### src/plbb_pkg.sv
// Purpose: Constants for the host-to-local bus bridge.
// Assumes: 200 MHz system clock, local clock derived by a divider.
// Notes:   Field positions follow the bridge control word.
package plbb_pkg;
  localparam int          ADDR_W        = 20;
  localparam int          DATA_W        = 16;
  localparam int          CTRL_W        = 16;
  localparam int          CLK_MHZ       = 200;
  localparam int          LOCAL_CLK_DIV = 3;
  localparam logic [15:0] CTRL_RESET    = 16'h0000;
  localparam int          CTRL_CLKE_BIT = 0;
  localparam int          CTRL_ARB_BIT  = 1;
  localparam int          CTRL_LEN_LSB  = 2;
  localparam int          CTRL_WIDE_BIT = 6;
  localparam int          CTRL_SEIZE_LSB = 8;
  localparam logic [4:0]  SEIZE_BASE_LOG2 = 5'h05;
  localparam logic [3:0]  LEN_MAX       = 4'hB;
  localparam logic [20:0] SEIZE_MARGIN  = 21'h000010;
  localparam logic [3:0]  READY_WAIT_LOCAL_CLKS = 4'h9;
  localparam logic [3:0]  BE_B0   = 4'hE;
  localparam logic [3:0]  BE_B1   = 4'hD;
  localparam logic [3:0]  BE_B2   = 4'hB;
  localparam logic [3:0]  BE_B3   = 4'h7;
  localparam logic [3:0]  BE_LO16 = 4'hC;
  localparam logic [3:0]  BE_HI16 = 4'h3;
  localparam logic [3:0]  BE_NONE = 4'hF;
endpackage : plbb_pkg

### src/plbb_clkdiv.sv
// Purpose: Local bus clock divider with edge strobes.
// Assumes: Runs on the system clock.
// Notes:   Rise/fall strobes align local state changes to the output clock.
`timescale 1ns/1ps
`default_nettype none
module plbb_clkdiv (
  // System
  input  wire logic clk,
  input  wire logic srst,
  // Local clock
  output logic      bus_clk,
  output logic      rise,
  output logic      fall
);
  logic [1:0] cnt;
  wire        wrap = (cnt == 2'(plbb_pkg::LOCAL_CLK_DIV - 1));

  always_ff @(posedge clk) begin
    if (srst) begin
      cnt     <= 2'h0;
      bus_clk <= 1'b0;
    end else begin
      cnt     <= wrap ? 2'h0 : cnt + 2'h1;
      if (wrap) begin
        bus_clk <= ~bus_clk;
      end
    end
  end

  assign rise = wrap & ~bus_clk;
  assign fall = wrap & bus_clk;
endmodule : plbb_clkdiv
`default_nettype wire

### src/plbb_bridge.sv
// Purpose: Host access bridge onto a non-multiplexed 20-bit local bus.
// Assumes: Host request is a pulse; answer is done/abort/retry pulse.
// Notes:   Straps and local ready/irq/grant inputs pass two flops before use.
`timescale 1ns/1ps
`default_nettype none

////////////////////////////////////////////////////////////////////////////
module plbb_bridge (
  // System
  input  wire logic        clk,
  input  wire logic        srst,
  // Straps
  input  wire logic        bus_role_select,
  input  wire logic        strobe_style_select,
  // Control word and status
  input  wire logic [15:0] bridge_control_reg,
  input  wire logic        local_bus_error_clear,
  output logic             local_bus_error_flag,
  input  wire logic        local_interrupt_clear,
  output logic             local_interrupt_flag,
  // Host access
  input  wire logic        host_req,
  input  wire logic        host_write,
  input  wire logic [19:0] host_addr,
  input  wire logic [31:0] host_wdata,
  input  wire logic [3:0]  pci_byte_enables_n,
  output logic             host_done,
  output logic             host_abort,
  output logic             host_retry,
  output logic [31:0]      host_rdata,
  // Local bus
  output logic [19:0]      local_address_lines,
  output logic             local_address_oe,
  input  wire logic [15:0] local_data_in,
  output logic [15:0]      local_data_out,
  output logic             local_data_oe,
  output logic             write_strobe_n,
  output logic             read_strobe_n,
  output logic             strobe_oe,
  output logic             upper_byte_enable_n,
  output logic             upper_byte_oe,
  output logic             local_bus_clock_out,
  output logic             local_clock_oe,
  output logic             hold_request,
  output logic             hold_oe,
  output logic             bus_ownership_ack_n,
  output logic             ownership_oe,
  input  wire logic        local_ready_n,
  input  wire logic        hold_grant,
  input  wire logic        local_irq_n_in,
  output logic             local_irq_n_out,
  output logic             local_irq_oe,
  input  wire logic        local_select_n
);
  typedef enum logic [1:0] {
    ST_IDLE  = 2'b00,
    ST_SETUP = 2'b01,
    ST_XFER  = 2'b10
  } plbb_state_e;

  ////////////////////////////////////////////////////////////////////////////
  // Synchronisers
  logic [4:0] sy1, sy2;
  always_ff @(posedge clk) begin
    if (srst) begin
      sy1 <= 5'h1D;
      sy2 <= 5'h1D;
    end else begin
      sy1 <= {local_ready_n, local_irq_n_in, hold_grant,
              strobe_style_select, bus_role_select};
      sy2 <= sy1;
    end
  end
  wire cfg_role  = sy2[0];
  wire rwds      = sy2[1];
  wire grant_raw = sy2[2];
  wire irq_n     = sy2[3];
  wire rdy_n     = sy2[4];
  // Grant is active low in the request/grant style
  wire granted   = rwds ? ~grant_raw : grant_raw;

  ////////////////////////////////////////////////////////////////////////////
  // Local clock
  wire div_clk, lrise, lfall;
  plbb_clkdiv u_div (
    .clk     (clk),
    .srst    (srst),
    .bus_clk (div_clk),
    .rise (lrise),
    .fall (lfall)
  );

  ////////////////////////////////////////////////////////////////////////////
  // Control decode
  wire       clk_en   = bridge_control_reg[plbb_pkg::CTRL_CLKE_BIT];
  wire       arb_en   = bridge_control_reg[plbb_pkg::CTRL_ARB_BIT];
  wire [3:0] len      = bridge_control_reg[plbb_pkg::CTRL_LEN_LSB +: 4];
  wire       narrow   = bridge_control_reg[plbb_pkg::CTRL_WIDE_BIT];
  wire [3:0] seize    = bridge_control_reg[plbb_pkg::CTRL_SEIZE_LSB +: 4];
  wire       arb_on   = arb_en & ~cfg_role;

  ////////////////////////////////////////////////////////////////////////////
  // Byte enable mapping
  wire [3:0] be = pci_byte_enables_n;
  wire is_b0  = (be == plbb_pkg::BE_B0);
  wire is_b1  = (be == plbb_pkg::BE_B1);
  wire is_b2  = (be == plbb_pkg::BE_B2);
  wire is_b3  = (be == plbb_pkg::BE_B3);
  wire is_h0  = (be == plbb_pkg::BE_LO16);
  wire is_h1  = (be == plbb_pkg::BE_HI16);
  wire be_none = (be == plbb_pkg::BE_NONE);
  wire single  = is_b0 | is_b1 | is_b2 | is_b3;
  wire be_ok   = narrow ? single : (single | is_h0 | is_h1);
  wire [1:0] a_lo = {is_b2 | is_b3 | is_h1, is_b1 | is_b3};
  wire hi_lane = ~narrow & (is_b1 | is_b3);
  wire word16  = ~narrow & (is_h0 | is_h1);
  wire ube_n   = ~(hi_lane | word16);
  wire [15:0] wsel =
      word16 ? (is_h1 ? host_wdata[31:16] : host_wdata[15:0]) :
      (is_b0 ? {2{host_wdata[7:0]}}   :
       is_b1 ? {2{host_wdata[15:8]}}  :
       is_b2 ? {2{host_wdata[23:16]}} : {2{host_wdata[31:24]}});
  wire [15:0] wdata = narrow ? {8'h00, wsel[7:0]} : wsel;

  ////////////////////////////////////////////////////////////////////////////
  // Seize timer, counted in local clocks
  logic [20:0] seize_left;
  logic        owned;
  logic        want_bus;
  wire  [20:0] seize_load = 21'(21'h1 << (plbb_pkg::SEIZE_BASE_LOG2
                                          + 5'(seize)));
  wire         room = seize_left >= plbb_pkg::SEIZE_MARGIN;
  wire         bus_ok = ~arb_on | (owned & room);

  ////////////////////////////////////////////////////////////////////////////
  // Transfer state
  plbb_state_e st, next_st;
  logic [3:0]  lcnt;
  logic        wr;
  logic [15:0] wd;
  logic [19:0] ad;
  logic        ube;
  logic        wide_rd, hi_rd;
  logic [1:0]  byte_idx;

  wire accept   = host_req & (st == ST_IDLE) & ~cfg_role;
  wire go       = accept & ~be_none & be_ok & bus_ok;
  wire do_abort = accept & ~be_none & ~be_ok;
  wire do_retry = accept & ~be_none & be_ok & ~bus_ok;
  wire fixed    = (len != 4'h0) & (len <= plbb_pkg::LEN_MAX);
  wire xfer_end = (st == ST_XFER) & lrise & (fixed ?
                    (lcnt >= len - 4'h1) : ~rdy_n);
  wire timeout  = (st == ST_XFER) & lrise & ~fixed & rdy_n &
                  (lcnt >= plbb_pkg::READY_WAIT_LOCAL_CLKS - 4'h1);

  always_comb begin
    next_st = st;
    case (st)
      ST_IDLE:  next_st = go ? ST_SETUP : ST_IDLE;
      ST_SETUP: next_st = lfall ? ST_XFER : ST_SETUP;
      ST_XFER:  next_st = (xfer_end | timeout) ? ST_IDLE : ST_XFER;
      default:  next_st = ST_IDLE;
    endcase
  end

  always_ff @(posedge clk) begin
    if (srst) begin
      st <= ST_IDLE;
      lcnt <= 4'h0;
    end else begin
      st <= next_st;
      if (st != ST_XFER) begin
        lcnt <= 4'h0;
      end else if (lrise && lcnt != 4'hF) begin
        lcnt <= lcnt + 4'h1;
      end
    end
  end

  always_ff @(posedge clk) begin
    if (srst) begin
      wr <= 1'b0;
      wd <= 16'h0000;
      ad <= 20'h00000;
      ube <= 1'b1;
      wide_rd <= 1'b0;
      hi_rd <= 1'b0;
      byte_idx <= 2'h0;
    end else if (go) begin
      wr <= host_write;
      wd <= wdata;
      ad <= {host_addr[19:2], a_lo};
      ube <= ube_n;
      wide_rd <= word16;
      hi_rd <= hi_lane;
      byte_idx <= a_lo;
    end
  end

  // Arbitration: request follows a refused access while the bus is not owned
  always_ff @(posedge clk) begin
    if (srst || !arb_on) begin
      want_bus <= 1'b0;
      owned <= 1'b0;
      seize_left <= 21'h000000;
    end else begin
      if (do_retry && !owned) begin
        want_bus <= 1'b1;
      end else if (owned) begin
        want_bus <= 1'b0;
      end
      if (!owned && want_bus && granted && lrise) begin
        owned <= 1'b1;
        seize_left <= seize_load;
      end else if (owned && lrise && st == ST_IDLE
                   && seize_left <= 21'h000001) begin
        owned <= 1'b0;
        seize_left <= 21'h000000;
      end else if (owned && lrise && seize_left != 21'h000000) begin
        seize_left <= seize_left - 21'h000001;
      end
    end
  end

  ////////////////////////////////////////////////////////////////////////////
  // Host answers and read data
  logic [15:0] rlane;
  always_ff @(posedge clk) begin
    if (srst) begin
      host_done  <= 1'b0;
      host_abort <= 1'b0;
      host_retry <= 1'b0;
      host_rdata <= 32'h00000000;
    end else begin
      host_done  <= xfer_end;
      host_abort <= do_abort;
      host_retry <= do_retry | timeout;
      if (xfer_end && !wr) begin
        host_rdata <= {2{rlane}};
      end
    end
  end
  always_comb begin
    rlane = local_data_in;
    if (!wide_rd) begin
      rlane = hi_rd ? {2{local_data_in[15:8]}} : {2{local_data_in[7:0]}};
    end
  end

  ////////////////////////////////////////////////////////////////////////////
  // Status flags: set wins over clear
  logic irq_prev;
  always_ff @(posedge clk) begin
    if (srst) begin
      local_bus_error_flag <= 1'b0;
      local_interrupt_flag <= 1'b0;
      irq_prev <= 1'b1;
    end else begin
      irq_prev <= irq_n;
      if (timeout) begin
        local_bus_error_flag <= 1'b1;
      end else if (local_bus_error_clear) begin
        local_bus_error_flag <= 1'b0;
      end
      if (!cfg_role && !irq_n && irq_prev) begin
        local_interrupt_flag <= 1'b1;
      end else if (local_interrupt_clear) begin
        local_interrupt_flag <= 1'b0;
      end
    end
  end

  ////////////////////////////////////////////////////////////////////////////
  // Pin drive
  wire busy   = (st != ST_IDLE);
  wire strobe = (st == ST_XFER);
  wire master = ~cfg_role & (~arb_on | owned);
  assign local_address_lines = ad;
  assign local_address_oe    = master;
  assign local_data_out      = wd;
  assign local_data_oe       = master & busy & wr;
  assign upper_byte_enable_n = ube;
  assign upper_byte_oe       = master;
  assign strobe_oe           = master;
  // Separate strobes, or write-low select plus data strobe
  assign write_strobe_n = rwds ? ~(busy & wr) : ~(strobe & wr);
  assign read_strobe_n  = rwds ? ~strobe : ~(strobe & ~wr);
  assign local_bus_clock_out = div_clk;
  assign local_clock_oe      = ~cfg_role & clk_en;
  assign hold_request        = rwds ? ~want_bus : want_bus;
  assign hold_oe             = ~cfg_role & arb_on;
  assign bus_ownership_ack_n = ~owned;
  assign ownership_oe        = ~cfg_role & arb_on;
  // Configuration role: irq is an output; select is for the slave port
  assign local_irq_n_out     = local_select_n | 1'b1;
  assign local_irq_oe        = cfg_role;

  ////////////////////////////////////////////////////////////////////////////
  // Assertions
  property p_cfg_block;
    @(posedge clk) disable iff (srst)
    cfg_role |-> ##1 (!host_done && !host_abort && !host_retry);
  endproperty
  a_cfg_block: assert property (p_cfg_block) else $error("cfg access");

  property p_no_be;
    @(posedge clk) disable iff (srst)
    (accept && be_none) |-> ##1 (!host_abort && st == ST_IDLE);
  endproperty
  a_no_be: assert property (p_no_be) else $error("empty be acted");

  property p_abort;
    @(posedge clk) disable iff (srst)
    do_abort |-> ##1 (host_abort && st == ST_IDLE);
  endproperty
  a_abort: assert property (p_abort) else $error("abort missing");

  property p_retry_float;
    @(posedge clk) disable iff (srst)
    do_retry |-> (!local_address_oe || owned) ##1 host_retry;
  endproperty
  a_retry_float: assert property (p_retry_float) else $error("retry bad");

  property p_arb_off;
    @(posedge clk) disable iff (srst)
    !arb_en |-> ##1 !owned;
  endproperty
  a_arb_off: assert property (p_arb_off) else $error("arb active");

  property p_room;
    @(posedge clk) disable iff (srst)
    (go && arb_on) |-> (owned && seize_left >= 21'h000010);
  endproperty
  a_room: assert property (p_room) else $error("seize margin");

  property p_timeout_flag;
    @(posedge clk) disable iff (srst)
    timeout |-> ##1 (local_bus_error_flag && host_retry);
  endproperty
  a_timeout_flag: assert property (p_timeout_flag) else $error("tmo");

  property p_narrow_lane;
    @(posedge clk) disable iff (srst)
    (go && narrow) |-> ##1 (upper_byte_enable_n && wd[15:8] == 8'h00);
  endproperty
  a_narrow_lane: assert property (p_narrow_lane) else $error("lane");
endmodule : plbb_bridge
`default_nettype wire

### config.mk
export PLATFORM = sky130hd
export DESIGN_NAME = plbb_bridge
export DESIGN_NICKNAME = d
export VERILOG_FILES = /design/src/plbb_pkg.sv /design/src/plbb_clkdiv.sv /design/src/plbb_bridge.sv
export SDC_FILE = /design/constraint.sdc
export NUM_CORES = 1
export LEC_CHECK = 0
export ABC_AREA = 1
export BUFFER_PORTS_ARGS = -buffer_cell sky130_fd_sc_hd__buf_2
export CORE_MARGIN = 10
export CORE_UTILIZATION = 46
export CTS_BUF_LIST = sky130_fd_sc_hd__clkbuf_4 sky130_fd_sc_hd__clkbuf_8
export CTS_CLUSTER_DIAMETER = 60
export DETAILED_ROUTE_END_ITERATION = 12
export MAX_ROUTING_LAYER = met4
export PLACE_DENSITY = 0.73
export SETUP_SLACK_MARGIN = 0.5
export SYNTH_ARGS = -nofsm -noshare
export SYNTH_HDL_FRONTEND = slang
export SYNTH_SLANG_ARGS = --single-unit
### constraint.sdc
create_clock -name clk -period 3.1 [get_ports clk]
set_input_delay 0.155 -clock clk [delete_from_list [all_inputs] [get_ports clk]]
set_output_delay 0.155 -clock clk [all_outputs]
set_load 0.02 [all_outputs]
## Word-level counts from Yosys, hierarchy flattened

Index checks and enable logic that the tools add are counted.

- $add $sub $neg: 5
- Magnitude comparators: 5
- Equality and inequality tests: 12
- Shift operators: 1
- Multiplexer cells: 29
- Bitwise operators: 59
- Reduce and logical (&&, ||, !) cells: 29

Operator list:

| operator | count |
|---|---|
| 16-bit 2-to-1 mux | 8 |
| 21-bit 2-to-1 mux | 3 |
| 1-bit bitwise AND | 27 |
| 21-bit by 5-bit greater-or-equal comparator with 1-bit output, second input constant | 1 |
| 21-bit by 1-bit less-or-equal comparator with 1-bit output, second input constant | 1 |
| 21-bit nonzero test | 1 |
| 1-bit by 5-bit left shift with 21-bit output, first input constant | 1 |
| 21-bit by 1-bit subtractor with 21-bit output, second input constant | 1 |
| 4-bit equality test, second input constant | 5 |
| 1-bit inverter | 18 |
| 1-bit 2-to-1 mux | 15 |
| 1-bit OR | 14 |
| 1-bit logical AND | 12 |
| 2-bit nonzero test | 5 |
| 2-bit case mux with 3 select lines | 1 |
| 3-bit by 4-bit adder with 5-bit output, first input constant | 1 |
| 1-bit logical NOT | 5 |
| 4-bit by 1-bit adder with 4-bit output, second input constant | 1 |
| 2-bit equality test, second input constant | 2 |
| 4-bit by 2-bit equality test with 1-bit output, second input constant | 1 |
| 4-bit by 3-bit equality test with 1-bit output, second input constant | 1 |
| 4-bit greater-or-equal comparator | 1 |
| 4-bit greater-or-equal comparator, second input constant | 1 |
| 4-bit less-or-equal comparator, second input constant | 1 |
| 11 further kinds | 13 |

- Register bits after elaboration: 120
- Input bits: 100
- Logic and storage cells: 162

## Depth between registers and ports, before layout

Gate-level depths: netlist of run 1.

- Depth after elaboration: 11
- Mapped depth: 13
- Depth with buffers taken out: 12

## Modules after synthesis

Synthesis of run 1 repeated with hierarchy kept, for this count alone.

- Cells, all modules: 1010
- Area, all modules: 6231.0 um^2

Modules (own cells, without submodules):

| module | times used | cells each | area each (um^2) | sequential area each (um^2) |
|---|---|---|---|---|
| plbb_bridge | 1 | 995 | 6114.6 | 2021.9 |
| plbb_clkdiv | 1 | 15 | 116.4 | 60.1 |

## Least setup slack after synthesis of run 1

No wires, ideal clock.

- Path kind: in2reg
- Start: input bridge_control_reg[2]
- End: register host_rdata[21]
- Arrival time: 1.686 ns
- Required time: 2.978 ns
- Slack: 1.293 ns
- Cell stages on the path: 11
- Path buffers: 1
- Cell sequence: inv_1 > ha_1 > ha_1 > inv_1 > o21bai_1 > nand3_1 > nand4_1 > nand3_1 > inv_1 > buf_2 > a21oi_1

- Cells in the longest elaborated chain, start to end: 5

Ends and longest elaborated chain:

| element | RTL line | text |
|---|---|---|
| from (decl) | plbb_bridge.sv:16 | `input wire logic [15:0] bridge_control_reg,` |
| 4-bit by 1-bit subtractor with 4-bit output (tied with other cells) | plbb_bridge.sv:152 | `(lcnt >= len - 4'h1) : ~rdy_n);` |
| 4-bit greater-or-equal comparator or 1-bit bitwise AND (tied branches) | plbb_bridge.sv:152, plbb_bridge.sv:150 |  |
| 1-bit 2-to-1 mux * | plbb_bridge.sv:151 | `wire xfer_end = (st == ST_XFER) & lrise & (fixed ?` |
| 1-bit bitwise AND * | plbb_bridge.sv:151 |  |
| 1-bit logical AND * | plbb_bridge.sv:238 | `if (xfer_end && !wr) begin` |
| to (signal assigned) | plbb_bridge.sv:239 | `host_rdata <= {2{rlane}};` |
| to (decl) | plbb_bridge.sv:30 | `output logic [31:0] host_rdata,` |

Every way passes the cells marked *; elsewhere a longest branch is shown, timed or not.
A chain may end at the register's enable or synchronous reset.

## Worst setup path after layout of run 1

- Start: register seize_left[7]
- End: register wd[9], in the netlist local_data_out[9]

- Cells in the longest elaborated chain, start to end: 4

Ends and longest elaborated chain:

| element | RTL line | text |
|---|---|---|
| from (decl) | plbb_bridge.sv:127 | `logic [20:0] seize_left;` |
| from (signal assigned) | plbb_bridge.sv:214 | `seize_left <= seize_load;` |
| from (signal assigned) | plbb_bridge.sv:220 | `seize_left <= seize_left - 21'h000001;` |
| 21-bit by 5-bit greater-or-equal comparator with 1-bit output | plbb_bridge.sv:132 | `wire room = seize_left >= plbb_pkg::SEIZE_MARGIN;` |
| 1-bit bitwise AND | plbb_bridge.sv:133 | `wire bus_ok = ~arb_on \| (owned & room);` |
| 1-bit OR | plbb_bridge.sv:133 |  |
| 1-bit bitwise AND | plbb_bridge.sv:147 | `wire go = accept & ~be_none & be_ok & bus_ok;` |
| to (signal assigned) | plbb_bridge.sv:191 | `wd <= wdata;` |
| to (decl) | plbb_bridge.sv:140 | `logic [15:0] wd;` |

Every way passes these cells.

==> qor.yml, run 1 <==
fin_tns_setup_ps: 0
dpl.hpwl_microns: 13640
async_flop_share_pct: 0
peakVddDrop_uv: 281.5
synth_cell_types: 34
combPwrFrac_pct: 12.2
power_mw: 2.660
tightest_slew_ps: 762.9
synth_flop_cell: "dfxtp_1"
die_w_microns: 136.0
crit_path_cell_trace: "nor2_2 -> nand2_1 -> nor2_2 -> nand2_1 -> o21ai_2 -> inv_1 -> nand2_2 -> nand2_1 -> a21oi_1"
critPathSlowestCell: "nand2_2"
synth_top_area_share_pct: 33.65
die_area_sq_um: 18490
wl_per_cell_microns: 13.60
core_area_sq_um: 13190
p_int_mw: 1.973
hold_path.class: "input port to flop"
htreeDepth: 3
synthTopCellsByArea: "dfxtp_1 34%, nand2_1 15%, nor2_1 11%, inv_1 7.0%, nand3_1 6.8%"
rows: 42
seqPwrFrac_pct: 51.3
yosysMostFrequentCell: "nand2_1"
grt_pass1_vias: 6205
start_util_pct: 46.91
area_delta_synth_final_pct: 21.44
grt_max_degree: 48
layout-drive-gt1-share_pct: 19.66
synth_fp_nets: 1124
cts.sinks: 104
cts_buffer_depth: 2
gr-total-overflow: 0
p_leak_nw: 4.195
cts_tree: "yes"
numCtsBuffers: 9
cp_max_fo: 41
outcome: "finished, final reports clean"
drtAntennaViolNets: 0
synth_area_sq_um: 6187
ys_top_cells_by_count: "249 x nand2_1, 187 x nor2_1, 116 x inv_1"
grt_use_total_pct: 20.12
viasPerCell: 4.936
finalWeightedCongestion: 0.9563
die_h_microns: 136.0
max_cap_viol_count: 0
grt_pass1_wl_microns: 29970
maxSlewHeadroom_pct: 48.96
path_clk_slew_ps: 100
synth_top_cell_by_area: "dfxtp_1"
cp-start-kind: "flop"
hold_viol: 0
finalWirelength_microns: 18450
firstDrtPassIters: 5
fin_crit_sh_pct: 73.46
drc: 0
yosysWarnings: 0
cp_data_required_time_ps: 3420
antenna_found_initial: 1
cp.arrival_ps: 2590
crit_family: "simple AND/OR/NAND/NOR gates"
io_buffers: 178
nets: 1287
syn_inst: 1013
critical_path_class: "flop to flop"
yosysSeqAreaShare_pct: 33.65
report.final.slew_viol_count: 0
synth_edf_count: 0
max_freq_mhz: 439.1
io_pins: 188
clk_latency_ps: 390
max_stage_delay_ps: 570
crit_buf_inv: 1
fin_crit_ps: 2277
skew_ps: 13.45
dr_total_vias: 6698
rsz0062_at_grt: "false"
drt-initial-drc-count: 443
setup_violations: 0
p_sw_mw: 0.6874
crit_path_end_kind: "flop"
ys_ff_latch: 104
power_density_nw_per_um2: 354.0
synth_area_per_cell_sq_um: 6.108
switching_share_pct: 25.84
cp_common_cell: "nand2_1"
clockPowerShare_pct: 36.5
root_buffer: "clkbuf_8"
kinds of logic after synthesis:
logic type               after synthesis  share of synthesized area [%]
flip-flops                           104                          33.65
AO/OA/AOI/OAI                        129                          10.72
buffers and inverters                180                          12.74
other                                  1                        0.06061
AND/OR/NAND/NOR                      578                          39.19
XOR/XNOR                              10                          1.416
adder cells (fa/ha/maj)               11                          2.224
flip-flops by register name, indices dropped and copies added (netlist names), 2 cells and up:
name                 cells
local_address_lines     20
sy1                      5
sy2                      5
lcnt                     4
st                       2
seize_left              21
u_div.cnt                2
host_rdata              16
local_data_out          16
stage by stage:
stage	cells	hold WS [ps]	instance area (sq um)	setup slack, ps	utilization, %
after floorplan	1013	258.8	6187	1293	-
after global placement	1317	339.2	7047	789.3	53.42
after detailed placement	1317	341.3	7047	753.4	53.42
after CTS	1356	8.859	7508	729.3	56.92
after global routing	1357	15.23	7513	586.2	56.96
final	1357	24.24	7513	822.7	56.96
power groups by stage:
stage	combinational, mW	sequential, mW	clock, mW
after floorplan	0.171	1.41	0
after global placement	0.294	1.40	0
after detailed placement	0.298	1.40	0
after CTS	0.324	1.37	0.992
after global routing	0.368	1.37	1.03
final	0.324	1.37	0.971
final cells by class:
class | instances | area, sq um
repair buffers | 211 | 1211
fillers | 1325 | 5677
well taps | 176 | 220.2
clock buffers | 11 | 145.1
inverters | 121 | 456.7
diodes | 1 | 2.502
multi-input cells | 729 | 3319
flip-flops and latches | 104 | 2082
clock inverters | 4 | 76.32
final timing paths:
kind,start,end,slack (ps),depth (start not counted)
worst min register to register,sy1[1],sy2[1],410,2
worst min-delay path,host_addr[19],local_address_lines[19],20,3
worst max-delay path,seize_left[7],local_data_out[9],820,9
worst max register to register,seize_left[7],local_data_out[9],820,9
layout by cell type (no fill, tap or decap), drive strengths merged, types with 2 or more instances in the layout:
master       Yosys  final
nor3             6      6
inv            120    121
or2             10     10
clkbuf          21     11
dlygate4sd3      0     24
ha              11     11
a21oi           59     59
buf             38    187
nand3           84     84
nor2           194    194
bufinv           0      2
dfxtp          104    104
nand4           26     26
xor2             9      9
nand2          255    255
o21ai           65     65
layer usage:
| metal | share of wire [%] | global-route usage, % | wire (microns) | vias to the layer above |
|---|---|---|---|---|
| li1 | - | - | - | 3497 |
| met1 | 47 | 25.31 | 8679 | 2969 |
| met2 | 44 | 30.97 | 8182 | 202 |
| met3 | 6.8 | 5.387 | 1254 | 30 |
| met4 | 1.8 | 5.976 | 335 | 0 |
| met5 | 0 | - | 0 | - |
worst reg2reg max path: cells and delay by family (launching register included):
kind / cells / cell delay [ps]
AND/OR/NAND/NOR: 6 / 1360
flip-flops: 1 / 360
buffers and inverters: 1 / 90
AO/OA/AOI/OAI: 2 / 410
repair_timing:
action	4_1_cts	5_1_grt
endpoints found under the hold margin	24	0
resized for setup	0	1
hold buffers	24	0
buffers inserted	0	0
setup endpoints to repair	0	7
Power figures use the tool's default switching activity.
==> run 2: changes to the inputs <==
--- a/config.mk
+++ b/config.mk
@@ -5,7 +5,7 @@
 export SDC_FILE = /design/constraint.sdc
 export NUM_CORES = 1
 export LEC_CHECK = 0
-export ABC_AREA = 1
+export ABC_AREA = 0
 export BUFFER_PORTS_ARGS = -buffer_cell sky130_fd_sc_hd__buf_2
 export CORE_MARGIN = 10
 export CORE_UTILIZATION = 46
@@ -13,7 +13,7 @@
 export CTS_CLUSTER_DIAMETER = 60
 export DETAILED_ROUTE_END_ITERATION = 12
 export MAX_ROUTING_LAYER = met4
-export PLACE_DENSITY = 0.73
+export PLACE_DENSITY = 0.77
 export SETUP_SLACK_MARGIN = 0.5
 export SYNTH_ARGS = -nofsm -noshare
 export SYNTH_HDL_FRONTEND = slang
==> constraint.sdc (replaced) <==
create_clock -name clk -period 2 [get_ports clk]
set_input_delay 0.1 -clock clk [delete_from_list [all_inputs] [get_ports clk]]
set_output_delay 0.1 -clock clk [all_outputs]
set_load 0.02 [all_outputs]
==> qor.yml, run 2 <==
violations: "setup timing"
grt_pass1_wl_microns: 31670  # +5.7%
cp_data_required_time_ps: 2280  # -1140 ps
layout_common_cells: "174 x buf_2, 89 x dfxtp_1, 86 x nand2_1, 70 x buf_4, 46 x a21oi_2"
synth_edf_count: 0  # unchanged
area_delta_synth_final_pct: 55.58
root_buffer: "clkbuf_8"
layout-drive-gt1-share_pct: 47.96  # +28 points
fin_crit_sh_pct: 106.5  # +33 points
die_w_microns: 130.5  # -4.0%
cts.sinks: 104  # unchanged
syn_inst: 707  # -30%
layout_commonest_cell: "buf_2"
synth_flop_cell: "dfxtp_1"
synth_cell_types: 63  # +85%
cts_buffer_depth: 2  # unchanged
yosysWarnings: 0  # unchanged
final_cells: 1128  # -17%
finalWirelength_microns: 21670  # +17%
dpl.hpwl_microns: 13400  # -1.8%
yosysMostFrequentCell: "dfxtp_1"
layout_setup_ws_ps: -129.3  # -952.0 ps
numCtsBuffers: 9  # unchanged
report.final.slew_viol_count: 0  # unchanged
drt-initial-drc-count: 625  # +41%
final_core_util_pct: 72.78  # +16 points
die_h_microns: 130.5  # -4.0%
peakVddDrop_uv: 549.5  # +95%
p_leak_nw: 3.737  # -11%
grt_pass1_vias: 6380  # +2.8%
ys_ff_latch: 104  # unchanged
viasPerCell: 5.740  # +16%
maxSlewHeadroom_pct: 55.68  # +6.7 points
rows: 40  # -4.8%
pre_cts_slack_ps: -149.1  # -902.5 ps
setup_violations: 56  # +56
cp.arrival_ps: 2410  # -180 ps
async_flop_share_pct: 0  # unchanged
cp_max_fo: 7  # -83%
synth_fp_nets: 818  # -27%
skew_ps: 14.33  # +0.8824 ps
dr_total_vias: 6475  # -3.3%
finalWeightedCongestion: 0.9247  # -3.3%
synth_top_cell_by_area: "dfxtp_1"
hold_path.class: "input port to flop"
rsz0062_at_grt: "true"
antenna_found_initial: 0  # -1
io_pins: 188  # unchanged
synthTopCellsByArea: "dfxtp_1 37%, a21oi_1 7.0%, nand2_1 6.8%, mux2i_1 3.2%, buf_4 2.9%"
htreeDepth: 3  # unchanged
core_area_sq_um: 12010  # -8.9%
r2r_cells: 7  # -2
synth_area_sq_um: 5619  # -9.2%
cts_tree: "yes"
synth_area_per_cell_sq_um: 7.948  # +30%
yosysSeqAreaShare_pct: 37.05  # +3.4 points
clk_latency_ps: 400  # about the same
synth_top_area_share_pct: 37.05  # +3.4 points
drc: 0  # unchanged
critical_path_class: "flop to flop"
dp_cells: 1048  # -20%
max_cap_viol_count: 0  # unchanged
fin_crit_ps: 2129  # -148.0 ps
drtAntennaViolNets: 0  # unchanged
die_area_sq_um: 17040  # -7.9%
crit_path_end_kind: "flop"
nets: 1084  # -16%
hold_depth: 3  # unchanged
largest_register: "seize_left"
largest_reg_flops: 21  # unchanged
grt_max_degree: 37  # -23%
grt_use_total_pct: 23.67  # +3.6 points
final.fill_count: 847  # -36%
hold_viol: 0  # unchanged
max_freq_mhz: 469.6  # +6.9%
hold_ws_ps: 29.03  # +4.792 ps
power_density_nw_per_um2: 474.4  # +34%
wl_per_cell_microns: 19.21  # +41%
tightest_slew_ps: 662.3  # -100.6 ps
firstDrtPassIters: 5  # unchanged
outcome: "finished, violations left"
ys_top_cells_by_count: "104 x dfxtp_1, 102 x nand2_1, 79 x a21oi_1"
path_clk_slew_ps: 120  # +20 ps
start_util_pct: 46.78  # -0.13 points
io_buffers: 178  # unchanged
gr-total-overflow: 0  # unchanged
cp-start-kind: "flop"
[run 2: worst max-delay path: stages, from the launching register on]
cell	delay [ps]
dfxtp_2	330
or4_4	570
nor4_4	240
buf_4	210
a31oi_4	150
nand2b_4	220
o21a_1	120
o22a_1	170
[run 2: worst paths after layout]
| path | startpoint | to | slack, ps |
|---|---|---|---|
| worst max-delay path | seize_left[15] | seize_left[8] | -130 |
| worst min-delay path | local_data_in[4] | host_rdata[28] | 30 |
| worst max register to register | seize_left[15] | seize_left[8] | -130 |
| worst min register to register | sy1[0] | sy2[0] | 420 |
[run 2: power by group]
part	leakage, nW	switching, mW	total, mW	internal [mW]
clock network	0.0966	0.847	1.34	0.490
registers	0.848	0.0222	2.12	2.10
logic	2.79	0.368	0.689	0.321
total	3.74	1.24	4.15	2.91
[run 2: layout make-up]
cell class | instances | area (sq um) | area share, %
clock inverters | 7 | 72.57 | 0.8301
clock buffers | 9 | 123.9 | 1.417
multi-input cells | 527 | 3979 | 45.51
inverters | 16 | 60.06 | 0.6870
diodes | 3 | 7.507 | 0.08587
flip-flops and latches | 104 | 2106 | 24.09
repair buffers | 315 | 2210 | 25.28
well taps | 147 | 183.9 | 2.104
[run 2: cell families (layout without fill, tap and decap cells)]
kind of cell	after synthesis	in the layout	synth area share, %
compound gates	190	190	21.15
xor+xnor	15	15	2.338
flops	104	104	37.05
simple gates	290	292	26.41
other cells	1	4	0.06674
mux	18	18	3.206
buf+inv	78	347	7.326
fa+ha+maj	11	11	2.449
[run 2: routing by layer]
layer / up-vias / GRT usage, % / routed length, microns
met4: 0 / 9.091 / 735
met1: 3021 / 28.41 / 8655
met3: 81 / 5.560 / 1533
met5: - / - / 0
li1: 3034 / - / -
met2: 339 / 37.85 / 10750
[run 2: stage by stage]
stage          TNS, ps  total power [mW]  cell area [sq um]
3_5_place_dp     -3250             2.668               7054
4_1_cts         -532.0             4.101               8229
6_report         -2952             4.147               8742
2_1_floorplan    -2244             2.450               5784
3_3_place_gp     -1734             2.664               7054
5_1_grt          -5806             4.325               8735
[run 2: timing repair]
item,4_1_cts,5_1_grt
pin swaps,36,37
endpoints found under the hold margin,34,0
endpoints found under the setup margin,89,93
buffers inserted,11,2
hold buffers,41,0
resized for setup,114,105
cloned,6,1
